`config.mk`:
```
export PLATFORM = sky130hd
export DESIGN_NAME = sequence_fault_status_bank
export DESIGN_NICKNAME = d
export VERILOG_FILES = /design/src/rtl/seq_fault_pkg.sv /design/src/rtl/seq_check_if.sv /design/src/rtl/sequence_fault_status_bank.sv /design/src/rtl/sequence_tracker.sv
export SDC_FILE = /design/constraint.sdc
export NUM_CORES = 1
export LEC_CHECK = 0
export ABC_AREA = 1
export BUFFER_PORTS_ARGS = -buffer_cell sky130_fd_sc_hd__buf_2
export CAP_MARGIN = 30
export CORE_AREA = 3 3 180 182
export DETAILED_ROUTE_END_ITERATION = 10
export DIE_AREA = 0 0 183 185
export MAX_ROUTING_LAYER = met4
export PLACE_DENSITY_LB_ADDON = 0.12
export SYNTH_ARGS = -nofsm -noshare
export SYNTH_HDL_FRONTEND = slang
export SYNTH_SLANG_ARGS = --single-unit
```
`constraint.sdc`:
```
create_clock -name clock -period 0.9 [get_ports clock]
set_input_delay 0.045 -clock clock [delete_from_list [all_inputs] [get_ports clock]]
set_output_delay 0.045 -clock clock [all_outputs]
set_load 0.005 [all_outputs]
```
`src/rtl/seq_fault_pkg.sv`:
```
// Operation
// - Power-on mismatch sets channel power-on flag
// - Power-off mismatch sets channel power-off flag
// - Sleep-exit mismatch sets channel sleep-exit flag
// - Sleep-entry mismatch sets channel sleep-entry flag
// - Run rise starts power-on, fall power-off
// - Sleep falling edge starts sleep entry
// - Flags stay set after fault disappears
// - Writing one clears flag, zero keeps
// - Cleared flag sets again on next mismatch
// - One means fault; disabled channel never sets
// - Top two bits of each register reserved
`default_nettype none
package seq_fault_pkg;
  localparam int unsigned NUM_CH = 6;
  localparam int unsigned NUM_SEQ = 4;
  localparam int unsigned SEQ_ON = 0;
  localparam int unsigned SEQ_OFF = 1;
  localparam int unsigned SEQ_EXS = 2;
  localparam int unsigned SEQ_ENS = 3;
  localparam logic [7:0] ADDR_POWER_ON = 8'h1A;
  localparam logic [7:0] ADDR_POWER_OFF = 8'h1C;
  localparam logic [7:0] ADDR_SLEEP_EXIT = 8'h1E;
  localparam logic [7:0] ADDR_SLEEP_ENTRY = 8'h20;
  localparam int unsigned FLAG_LSB = 0;
  localparam int unsigned FLAG_MSB = 5;
  localparam int unsigned RSVD_LSB = 6;
  localparam int unsigned RSVD_MSB = 7;
  localparam logic [5:0] FLAGS_RESET = 6'h00;
  localparam logic [7:0] RDATA_RESET = 8'h00;
  localparam logic [1:0] RSVD_VALUE = 2'h0;
  localparam logic [3:0] CHECK_NONE = 4'h0;

  typedef enum logic [2:0] {
    SEQ_IDLE = 3'b000,
    SEQ_RUN_ON = 3'b001,
    SEQ_RUN_OFF = 3'b010,
    SEQ_RUN_EXS = 3'b011,
    SEQ_RUN_ENS = 3'b100
  } seq_state_e;
endpackage
`default_nettype wire

```
`src/rtl/seq_check_if.sv`:
```
`timescale 1ns/1ps
`default_nettype none
interface seq_check_if;
  // One-hot strobe, index by sequence kind
  logic [3:0] check;
  modport src (output check);
  modport dst (input check);
endinterface
`default_nettype wire

```
`src/rtl/sequence_fault_status_bank.sv`:
```
`timescale 1ns/1ps
`default_nettype none
module sequence_fault_status_bank #(
  parameter int unsigned CNT_W = 8
) (
  // Clock and reset
  input wire logic clock,
  input wire logic rst_n,
  input wire logic ce,
  // Sequence control
  input wire logic run_request_pin,
  input wire logic sleep_request_pin,
  input wire logic sequence_done,
  // Recorded and expected counters, channel 1 at index 0
  input wire logic [5:0][CNT_W-1:0] power_on_recorded_count,
  input wire logic [5:0][CNT_W-1:0] power_on_expected_count,
  input wire logic [5:0][CNT_W-1:0] power_off_recorded_count,
  input wire logic [5:0][CNT_W-1:0] power_off_expected_count,
  input wire logic [5:0][CNT_W-1:0] sleep_exit_recorded_count,
  input wire logic [5:0][CNT_W-1:0] sleep_exit_expected_count,
  input wire logic [5:0][CNT_W-1:0] sleep_entry_recorded_count,
  input wire logic [5:0][CNT_W-1:0] sleep_entry_expected_count,
  // Per-channel enables
  input wire logic [5:0] power_on_fault_enable,
  input wire logic [5:0] power_off_fault_enable,
  input wire logic [5:0] sleep_exit_fault_enable,
  input wire logic [5:0] sleep_entry_fault_enable,
  // Register port
  input wire logic [7:0] reg_addr,
  input wire logic reg_wr_en,
  input wire logic [7:0] reg_wr_data,
  input wire logic reg_rd_en,
  output logic [7:0] reg_rd_data,
  // Flag outputs
  output logic [5:0] power_on_fault_flag,
  output logic [5:0] power_off_fault_flag,
  output logic [5:0] sleep_exit_fault_flag,
  output logic [5:0] sleep_entry_fault_flag
);
  localparam int unsigned NCH = seq_fault_pkg::NUM_CH;
  localparam int unsigned NSQ = seq_fault_pkg::NUM_SEQ;

  seq_check_if chk ();

  logic [NSQ-1:0][NCH-1:0] flags_q, flags_d;
  logic [NSQ-1:0][NCH-1:0] set_v;
  logic [NSQ-1:0][NCH-1:0] clr_v;
  logic [NSQ-1:0] hit;
  logic [7:0] rdata_q, rdata_d;

  // Per-channel compare, gated by the channel enable
  function automatic logic [5:0] mismatch(
    input logic [5:0][CNT_W-1:0] rec,
    input logic [5:0][CNT_W-1:0] expv,
    input logic [5:0] en
  );
    logic [5:0] m;
    m = 6'h00;
    for (int i = 0; i < 6; i++) begin
      m[i] = (rec[i] != expv[i]) && en[i];
    end
    return m;
  endfunction

  function automatic logic [3:0] reg_hit(input logic [7:0] a);
    logic [3:0] h;
    h = 4'h0;
    h[seq_fault_pkg::SEQ_ON] = (a == seq_fault_pkg::ADDR_POWER_ON);
    h[seq_fault_pkg::SEQ_OFF] = (a == seq_fault_pkg::ADDR_POWER_OFF);
    h[seq_fault_pkg::SEQ_EXS] = (a == seq_fault_pkg::ADDR_SLEEP_EXIT);
    h[seq_fault_pkg::SEQ_ENS] = (a == seq_fault_pkg::ADDR_SLEEP_ENTRY);
    return h;
  endfunction

  sequence_tracker u_tracker (
    .clock(clock),
    .rst_n(rst_n),
    .ce(ce),
    .run_request_pin(run_request_pin),
    .sleep_request_pin(sleep_request_pin),
    .sequence_done(sequence_done),
    .chk(chk.src)
  );

  always_comb begin
    hit = reg_hit(reg_addr);
    set_v[seq_fault_pkg::SEQ_ON] = mismatch(power_on_recorded_count,
      power_on_expected_count, power_on_fault_enable)
      & {NCH{chk.check[seq_fault_pkg::SEQ_ON]}};
    set_v[seq_fault_pkg::SEQ_OFF] = mismatch(power_off_recorded_count,
      power_off_expected_count, power_off_fault_enable)
      & {NCH{chk.check[seq_fault_pkg::SEQ_OFF]}};
    set_v[seq_fault_pkg::SEQ_EXS] = mismatch(sleep_exit_recorded_count,
      sleep_exit_expected_count, sleep_exit_fault_enable)
      & {NCH{chk.check[seq_fault_pkg::SEQ_EXS]}};
    set_v[seq_fault_pkg::SEQ_ENS] = mismatch(sleep_entry_recorded_count,
      sleep_entry_expected_count, sleep_entry_fault_enable)
      & {NCH{chk.check[seq_fault_pkg::SEQ_ENS]}};
    flags_d = flags_q;
    rdata_d = rdata_q;
    for (int k = 0; k < NSQ; k++) begin
      // Reserved write bits are simply dropped
      clr_v[k] = (reg_wr_en && hit[k])
        ? reg_wr_data[seq_fault_pkg::FLAG_MSB:seq_fault_pkg::FLAG_LSB]
        : seq_fault_pkg::FLAGS_RESET;
      if (ce) begin
        // Set beats a same-cycle clear so no fault is lost
        flags_d[k] = (flags_q[k] & ~clr_v[k]) | set_v[k];
      end
    end
    if (ce && reg_rd_en) begin
      rdata_d = seq_fault_pkg::RDATA_RESET;
      for (int k = 0; k < NSQ; k++) begin
        if (hit[k]) begin
          rdata_d = {seq_fault_pkg::RSVD_VALUE, flags_q[k]};
        end
      end
    end
  end

  always_ff @(posedge clock or negedge rst_n) begin
    if (!rst_n) begin
      flags_q <= {NSQ{seq_fault_pkg::FLAGS_RESET}};
      rdata_q <= seq_fault_pkg::RDATA_RESET;
    end else begin
      flags_q <= flags_d;
      rdata_q <= rdata_d;
    end
  end

  assign reg_rd_data = rdata_q;
  assign power_on_fault_flag = flags_q[seq_fault_pkg::SEQ_ON];
  assign power_off_fault_flag = flags_q[seq_fault_pkg::SEQ_OFF];
  assign sleep_exit_fault_flag = flags_q[seq_fault_pkg::SEQ_EXS];
  assign sleep_entry_fault_flag = flags_q[seq_fault_pkg::SEQ_ENS];
endmodule // sequence_fault_status_bank
`default_nettype wire

```
`src/rtl/sequence_tracker.sv`:
```
`timescale 1ns/1ps
`default_nettype none
module sequence_tracker (
  // Clock and reset
  input wire logic clock,
  input wire logic rst_n,
  input wire logic ce,
  // Control pins
  input wire logic run_request_pin,
  input wire logic sleep_request_pin,
  input wire logic sequence_done,
  // Check strobes
  seq_check_if.src chk
);
  logic run_q, run_d;
  logic sleep_q, sleep_d;
  seq_fault_pkg::seq_state_e state_q, state_d;
  logic run_rise, run_fall, sleep_rise, sleep_fall;

  always_comb begin
    run_rise = run_request_pin && !run_q;
    run_fall = !run_request_pin && run_q;
    // Sleep edges only count while the rails are running
    sleep_rise = sleep_request_pin && !sleep_q && run_q && run_request_pin;
    sleep_fall = !sleep_request_pin && sleep_q && run_q && run_request_pin;
    run_d = run_q;
    sleep_d = sleep_q;
    state_d = state_q;
    chk.check = seq_fault_pkg::CHECK_NONE;
    if (ce) begin
      run_d = run_request_pin;
      sleep_d = sleep_request_pin;
      if (sequence_done) begin
        case (state_q)
          seq_fault_pkg::SEQ_RUN_ON: chk.check[seq_fault_pkg::SEQ_ON] = 1'b1;
          seq_fault_pkg::SEQ_RUN_OFF: chk.check[seq_fault_pkg::SEQ_OFF] = 1'b1;
          seq_fault_pkg::SEQ_RUN_EXS: chk.check[seq_fault_pkg::SEQ_EXS] = 1'b1;
          seq_fault_pkg::SEQ_RUN_ENS: chk.check[seq_fault_pkg::SEQ_ENS] = 1'b1;
          default: chk.check = seq_fault_pkg::CHECK_NONE;
        endcase
        state_d = seq_fault_pkg::SEQ_IDLE;
      end
      // A new edge restarts tracking even mid-sequence
      if (run_rise) begin
        state_d = seq_fault_pkg::SEQ_RUN_ON;
      end else if (run_fall) begin
        state_d = seq_fault_pkg::SEQ_RUN_OFF;
      end else if (sleep_rise) begin
        state_d = seq_fault_pkg::SEQ_RUN_EXS;
      end else if (sleep_fall) begin
        state_d = seq_fault_pkg::SEQ_RUN_ENS;
      end
    end
  end

  always_ff @(posedge clock or negedge rst_n) begin
    if (!rst_n) begin
      run_q <= 1'b0;
      sleep_q <= 1'b0;
      state_q <= seq_fault_pkg::SEQ_IDLE;
    end else begin
      run_q <= run_d;
      sleep_q <= sleep_d;
      state_q <= state_d;
    end
  end
endmodule // sequence_tracker
`default_nettype wire
```
# Word-level counts from Yosys, hierarchy flattened
# Index checks and enable logic that the tools add are counted.
# op_classes
eq_ne	32
muxes	19
n_bitwise	16
n_reduce_logical	43
# ops
cell	count
$ne A8 B8 Y1	24
$and A6 B6 Y6	8
$logic_and A1 B1 Y1	37
$mux W6	5
$eq A8 B5 Y1 const B	3
$mux W8	3
$not A6 Y6	4
$or A6 B6 Y6	4
$mux W3	5
$eq A8 B6 Y1 const B	1
$mux W4	2
$eq A3 B2 Y1 const B	2
$reduce_bool A5 Y1	1
$logic_not A1 Y1	4
$mux W1	4
$eq A3 B1 Y1 const B	1
$eq A3 B3 Y1 const B	1
$reduce_and A2 Y1	1
# word_totals
ff_bits	37
input_bits	432
out_inout_bits	32
wordCells	118

# Longest topological paths before layout
# Gate-level depths: netlist of run 1.
# logic_depth
word_depth	8
depth_mapped	9
depth_no_buf	8

# Hierarchy
# A second synthesis of run 1 with hierarchy kept.
# hier_totals
hier_cells	675
hier_area_um2	4458.0
# modules_own_cells
mod	instances	cells_per_inst	area_each_um2	seq_area_each_um2
sequence_fault_status_bank	1	635	4157.7	750.7
sequence_tracker	1	40	300.3	125.1

# Worst setup path before layout of run 1
# No wires, ideal clock.
# synth_timing
kind	register -> register
from	reg u_tracker.sleep_q
to	reg u_tracker.state_q[0]
arrival_time_ns	0.860
required_time_ns	0.779
slack_ns	-0.081
stages_incl_launch_ff	7
path_buffers	0
path_cell_list	dfrtp_1 nor3_2 nor2_1 nand3_1 nand2_1 nand2_1 nand2_1
# synth_via
elab_chain_len	7
# synth_lines
element	line	rtl
start: declaration	sequence_tracker.sv:16	logic sleep_q, sleep_d;
start signal: assignment	sequence_tracker.sv:63	sleep_q <= sleep_d;
$logic_and A1 B1 Y1 / $logic_not A1 Y1 (equally long branches)	sequence_tracker.sv:25, sequence_tracker.sv:24	
$logic_and A1 B1 Y1, on equally long branches (2 in a row)	sequence_tracker.sv:25, sequence_tracker.sv:24	
$mux W3 / $logic_and A1 B1 Y1 (equally long branches)	sequence_tracker.sv:50, sequence_tracker.sv:24	
$mux W3	sequence_tracker.sv:48	end else if (sleep_rise) begin
$mux W3	sequence_tracker.sv:46	end else if (run_fall) begin
$mux W3	sequence_tracker.sv:44	if (run_rise) begin
end signal: assignment	sequence_tracker.sv:60	state_q <= seq_fault_pkg::SEQ_IDLE;
end signal: assignment	sequence_tracker.sv:64	state_q <= state_d;
end: declaration	sequence_tracker.sv:17	seq_fault_pkg::seq_state_e state_q, state_d;
# Several ways; a longest one is shown, not always the timed one.
# A chain may end at the register's enable or synchronous reset.

# Worst setup path in the final report of run 1
# layout_timing
from	reg u_tracker.state_q[0]
to	reg flags_q, in the netlist power_on_fault_flag[2]
# layout_via
elab_chain_len	6
# layout_lines
element	line	rtl
$eq A3 B1 Y1	sequence_tracker.sv:34	case (state_q)
$mux W1	sequence_tracker.sv:34	
$mux W4	sequence_tracker.sv:33	if (sequence_done) begin
$mux W4	sequence_tracker.sv:30	if (ce) begin
$and A6 B6 Y6	sequence_fault_status_bank.sv:89	& {NCH{chk.check[seq_fault_pkg::SEQ_ON]}};
$or A6 B6 Y6	sequence_fault_status_bank.sv:108	flags_d[k] = (flags_q[k] & ~clr_v[k]) | set_v[k];
end signal: assignment	sequence_fault_status_bank.sv:123	flags_q <= {NSQ{seq_fault_pkg::FLAGS_RESET}};
end signal: assignment	sequence_fault_status_bank.sv:126	flags_q <= flags_d;
end: declaration	sequence_fault_status_bank.sv:45	logic [NSQ-1:0][NCH-1:0] flags_q, flags_d;
# Every way passes these cells.

==> impl_metrics.yaml, run 1 <==
routing:
  drt-initial-drc-count: 71
  antenna_left: 0
  totalWireLength_um: 22180
  first_pass_iters: 4
  via_per_inst: 3.630
  vias: 5873
  route.detailed.drc: 0
  routedWlPerCell_um: 13.71
final_layout:
  final_nets: 1651
  area_delta_synth_final_pct: 89.35
  drive_gt1_share_pct: 50.90
  layout_common_cells: "buf_2, nand2_1, xnor2_1, nor2_1"
  mostFrequentLayoutCell: "buf_2"
  n_fill_cell: 3508
yosys:
  synthDominantCellAreaShare_pct: 36.09
  syn-cell-area_um2: 4466
  syn_area_per_cell_um2: 6.462
  synth_seq_area_share_pct: 19.61
  yosysWarnings: 0
  synth.distinct_cells: 23
  synth_seq_cells: 35
  synth.area.top_cells: "xnor2_1, nand2_1, dfrtp_1"
  syn-instance-count: 691
  synth.largest_area_cell: "xnor2_1"
status:
  outcome: "complete, but fails checks"
  violations: "setup timing"
run:
  cap_violations: 0
critical_path:
  r2r_end: "power_on_fault_flag[2]"
  cp_max_fo: 6
  path_class: "register to register"
  slowest_delay_ns: 0.40
  crit_arrival_ns: 1.34
  r2r_start: "u_tracker.state_q[0]"
  reg2reg_depth: 8
  critPathCaptureType: "register"
  crit_slowest_cell: "dfrtp_1"
  startpoint_type: "register"
  crit_chain: "nand2_1, inv_1, buf_4, nand4_1, buf_6, nor2_2, nand2_1, nand2_1"
  ff2ff_setup_slack_ns: -0.25
  path_common_cell: "nand2_1"
  cp_top_family: "flip-flops"
  required_ns: 1.08
  worst-path-buf-inv: 3
  path_depth: 8
global_route:
  grt_pass1_vias: 5833
  track_usage_pct: 12.35
  antenna_found_initial: 1
  grt_pass1_wl_um: 31060
  grt_overflow: 0
  grt_max_degree: 36
clock_tree:
  cts_sinks: 35
  root_buffer: "clkbuf_16"
  htreeDepth: 2
  tritoncts: "built"
  cts_buffers: 5
  path_clk_slew_ns: 0.06
  worstSkewPairLatency_ns: 0.29
  cts_buffer_depth: 2
floorplan:
  die_h_um: 185
  initial_utilization_pct: 14.52
  die-area_um2: 33860
  core_um2: 30750
  io_pins: 464
  die_w_um: 183
  rows: 64
min_path:
  hold_path_class: "input pin to register"
  min_path_cells: 3
  holdPathEnd: "u_tracker.run_q"
  min_from: "run_request_pin"
timing:
  slew_viol_final: 0
  finalSetupViolCount: 52
  skew_ns: 0.005000
  setup_tns_ns: -6.718
  min_period_over_period_pct: 128.3
  hold_violations: 0
  worst_slack_ns: -0.2546
  clock.fmax_ghz: 0.8661
  fin_crit_ns: 1.155
  grt_setup_unrepaired: "yes"
place:
  gp_congestion: 0.7418
  io_buffers: 459
  hpwl_um: 20180
power:
  ir_drop_uv: 615.6
  leakagePower_uw: 0.004264
  total_power_uw: 10060
  power_density_nw_per_um2: 1190
how the worst max path moves through the flow:
stage                                endpoint                  from
floorplan                u_tracker.state_q[0]       u_tracker.run_q
global placement    sleep_entry_fault_flag[4]  u_tracker.state_q[0]
detailed placement  sleep_entry_fault_flag[3]  u_tracker.state_q[0]
CTS                 sleep_entry_fault_flag[3]  u_tracker.state_q[0]
global route         sleep_exit_fault_flag[0]  u_tracker.state_q[0]
finish                 power_on_fault_flag[2]  u_tracker.state_q[0]
area by class of cell:
class	count	area (um^2)	area share (%)
Multi-Input combinational cell	589	3585	42.39
Timing Repair Buffer	527	3090	36.55
Sequential cell	35	877.1	10.37
Tap cell	396	495.5	5.860
Inverter	61	229.0	2.708
Clock buffer	6	138.9	1.642
Clock inverter	2	35.03	0.4143
Antenna cell	2	5.005	0.05919
logic make-up after synthesis:
logic type	share of synthesized area, %
AND/OR/NAND/NOR	34.72
XOR/XNOR	36.09
buffers and inverters	6.192
flip-flops	19.61
AO/OA/AOI/OAI	3.306
other	0.08398
state kept, by name (all words and copies together) (netlist names):
signal                  flops
power_off_fault_flag        6
u_tracker.state_q           3
power_on_fault_flag         6
reg_rd_data                 6
sleep_entry_fault_flag      6
sleep_exit_fault_flag       6
u_tracker.run_q             1
u_tracker.sleep_q           1
worst reg2reg max path, delay by kind of cell, from the launching register on:
family        cells  cell delay [ns]
buf+inv           3             0.33
flops             1             0.40
simple gates      5             0.32
Yosys cell counts:
cell and number:
nand2_1 244, xnor2_1 184, nor2_1 80, inv_1 58
dfrtp_1 35, nand3_1 21, o21ai_1 18, nand4_1 9
a21oi_1 8, nor2_4 7, nand2_2 5, or2_2 5
buf_4 3, inv_2 3, buf_2 2, o21ai_0 2
buf_6 1, clkbuf_1 1, conb_1 1, nand2_4 1
nand3_2 1, nor3_2 1, o211ai_1 1
routing by layer:
| layer | GRT usage (%) | routed length, um |
|---|---|---|
| met1 | 13.53 | 8449 |
| met2 | 23.36 | 11880 |
| met3 | 2.494 | 1654 |
| met4 | 2.102 | 191 |
| met5 | - | 0 |
what timing repair did:
action	in CTS	in global routing
endpoints found under the hold margin	35	0
pin swaps	41	35
buffers inserted	21	3
resized for setup	79	62
cloned	0	0
hold buffers	1	0
endpoints found under the setup margin	52	60
through the flow:
| step | hold WS (ns) | instance area [um^2] | utilization, % | worst slack (ns) | cells |
|---|---|---|---|---|---|
| final | 0.06629 | 8456 | 27.50 | -0.2546 | 1618 |
| after global routing | 0.07704 | 8453 | 27.49 | -0.3305 | 1617 |
| after CTS | 0.05843 | 8212 | 26.70 | -0.2912 | 1613 |
| after detailed placement | 0.04105 | 7562 | 24.59 | -0.2987 | 1583 |
| after global placement | 0.04020 | 7562 | 24.59 | -0.3121 | 1583 |
| after floorplan | -0.2506 | 4469 | - | -0.06623 | 692 |
report_power, final:
part	switching, uW	internal (uW)
clock network	740	1380
logic	2210	3380
registers	359	2000
(Power assumes the default switching activity.)
==> inputs of run 2 (changes only) <==
--- a/config.mk
+++ b/config.mk
@@ -11,6 +11,7 @@
 export CORE_AREA = 3 3 180 182
 export DETAILED_ROUTE_END_ITERATION = 10
 export DIE_AREA = 0 0 183 185
+export HOLD_SLACK_MARGIN = 0.1
 export MAX_ROUTING_LAYER = met4
 export PLACE_DENSITY_LB_ADDON = 0.12
 export SYNTH_ARGS = -nofsm -noshare
==> run 2 against run 1 <==
Against the previous run:
- the run still ends with setup timing left
- count of clock-buffer cells in the layout stayed put
- setup slack worse by 0.0044 ns
- wire length is 0.41% higher
- die area stayed put
- via count is 1.3% higher
- highest routed layer unchanged
==> impl_metrics.yaml, run 2 (same netlist as run 1, synthesis figures left out) <==
timing:
  hold_slack_ns: 0.1052
  skew_ns: 0.005448
  grt_setup_unrepaired: "yes"
  setup_tns_ns: -6.698
  worst_slack_ns: -0.2590
  min_period_over_period_pct: 128.8
  fin_crit_ns: 1.159
  slew_viol_final: 0
  clock.fmax_ghz: 0.8628
  finalSetupViolCount: 52
  hold_violations: 0
power:
  ir_drop_uv: 612.5
  power_density_nw_per_um2: 1169
  total_power_uw: 10140
  leakagePower_uw: 0.004356
routing:
  antenna_left: 0
  via_per_inst: 3.631
  drt-initial-drc-count: 79
  routedWlPerCell_um: 13.59
  totalWireLength_um: 22270
  route.detailed.drc: 0
  vias: 5951
  first_pass_iters: 4
clock_tree:
  path_clk_slew_ns: 0.06
  cts_buffer_depth: 2
  root_buffer: "clkbuf_16"
  cts_sinks: 35
  worstSkewPairLatency_ns: 0.29
  tritoncts: "built"
  htreeDepth: 2
  cts_buffers: 5
status:
  outcome: "complete, but fails checks"
  violations: "setup timing"
critical_path:
  critPathCaptureType: "register"
  required_ns: 1.13
  startpoint_type: "register"
  crit_arrival_ns: 1.38
  cp_max_fo: 6
  path_class: "register to register"
final_layout:
  regArea_um2: 877.1
  drive_gt1_share_pct: 50.00
  mostFrequentLayoutCell: "buf_2"
  area_delta_synth_final_pct: 94.23
  n_fill_cell: 3498
  final_nets: 1673
  layout_common_cells: "buf_2, nand2_1, xnor2_1, nor2_1"
  multi_input_area_um2: 3585
global_route:
  grt_max_degree: 36
  grt_pass1_wl_um: 31330
  grt_pass1_vias: 5930
  antenna_found_initial: 1
  grt_overflow: 0
  track_usage_pct: 12.41
floorplan:
  core_um2: 30750
  die_h_um: 185
  rows: 64
  initial_utilization_pct: 14.52
  die_w_um: 183
  die-area_um2: 33860
  io_pins: 464
min_path:
  hold_path_class: "input pin to register"
run:
  cap_violations: 0
place:
  io_buffers: 459
  dp_worst_setup_slack_ns: -0.2987
  hpwl_um: 20180
  gp_congestion: 0.7418
run 2: metrics by stage:
step / area [um^2] / std cells / util, %
6_report: 8673 / 1639 / 28.21
5_1_grt: 8673 / 1639 / 28.21
4_1_cts: 8432 / 1635 / 27.42
3_5_place_dp: 7562 / 1583 / 24.59
3_3_place_gp: 7562 / 1583 / 24.59
2_1_floorplan: 4469 / 692 / -
run 2: worst max-delay path: stages, from the launching register on:
cell,delay [ns]
dfrtp_1,0.40
nor2_2,0.13
nand4_1,0.16
buf_6,0.20
nor2_2,0.10
nand2_1,0.06
nand2_1,0.05
run 2: per-layer routing:
metal / routed length, um / GRT usage, % / vias up
li1: - / - / 3184
met1: 8665 / 13.77 / 2508
met2: 11900 / 23.44 / 250
met3: 1506 / 2.278 / 9
met4: 191 / 2.102 / 0
met5: 0 / - / -
run 2: repair_timing:
item                                    4_1_cts  5_1_grt
cloned                                        0        0
hold buffers                                 23        0
resized for setup                            79       62
buffers inserted                             21        3
hold endpoints to repair                     57        0
endpoints found under the setup margin       52       60
pin swaps                                    41       35
run 2: where the power goes:
group / leakage (uW) / switching, uW / internal, uW / total (uW)
Sequential: 0.000422 / 359 / 2000 / 2360
Combinational: 0.00385 / 2230 / 3440 / 5670
Clock: 0.0000869 / 735 / 1380 / 2110
run 2: path summary, 6_finish.rpt:
check	cells past startpoint	start	to	slack, ns
max in group asynchronous	3	rst_n	sleep_entry_fault_flag[5]	0.41
min in group asynchronous	3	rst_n	sleep_exit_fault_flag[0]	0.29
setup / recovery	6	u_tracker.state_q[0]	sleep_entry_fault_flag[5]	-0.26
hold / removal	5	sleep_exit_fault_enable[0]	sleep_exit_fault_flag[0]	0.11
hold reg to reg	2	reg_rd_data[4]	reg_rd_data[4]	0.49
setup reg to reg	6	u_tracker.state_q[0]	sleep_entry_fault_flag[5]	-0.26
run 2: layout make-up:
| type | instances | share of cell area [%] |
|---|---|---|
| multi-input combinational | 589 | 41.33 |
| timing repair buffer | 549 | 38.17 |
| sequential | 35 | 10.11 |
| tap | 396 | 5.713 |
| inverter | 61 | 2.640 |
| clock buffer | 6 | 1.601 |
| clock inverter | 2 | 0.4039 |
| antenna | 1 | 0.02885 |
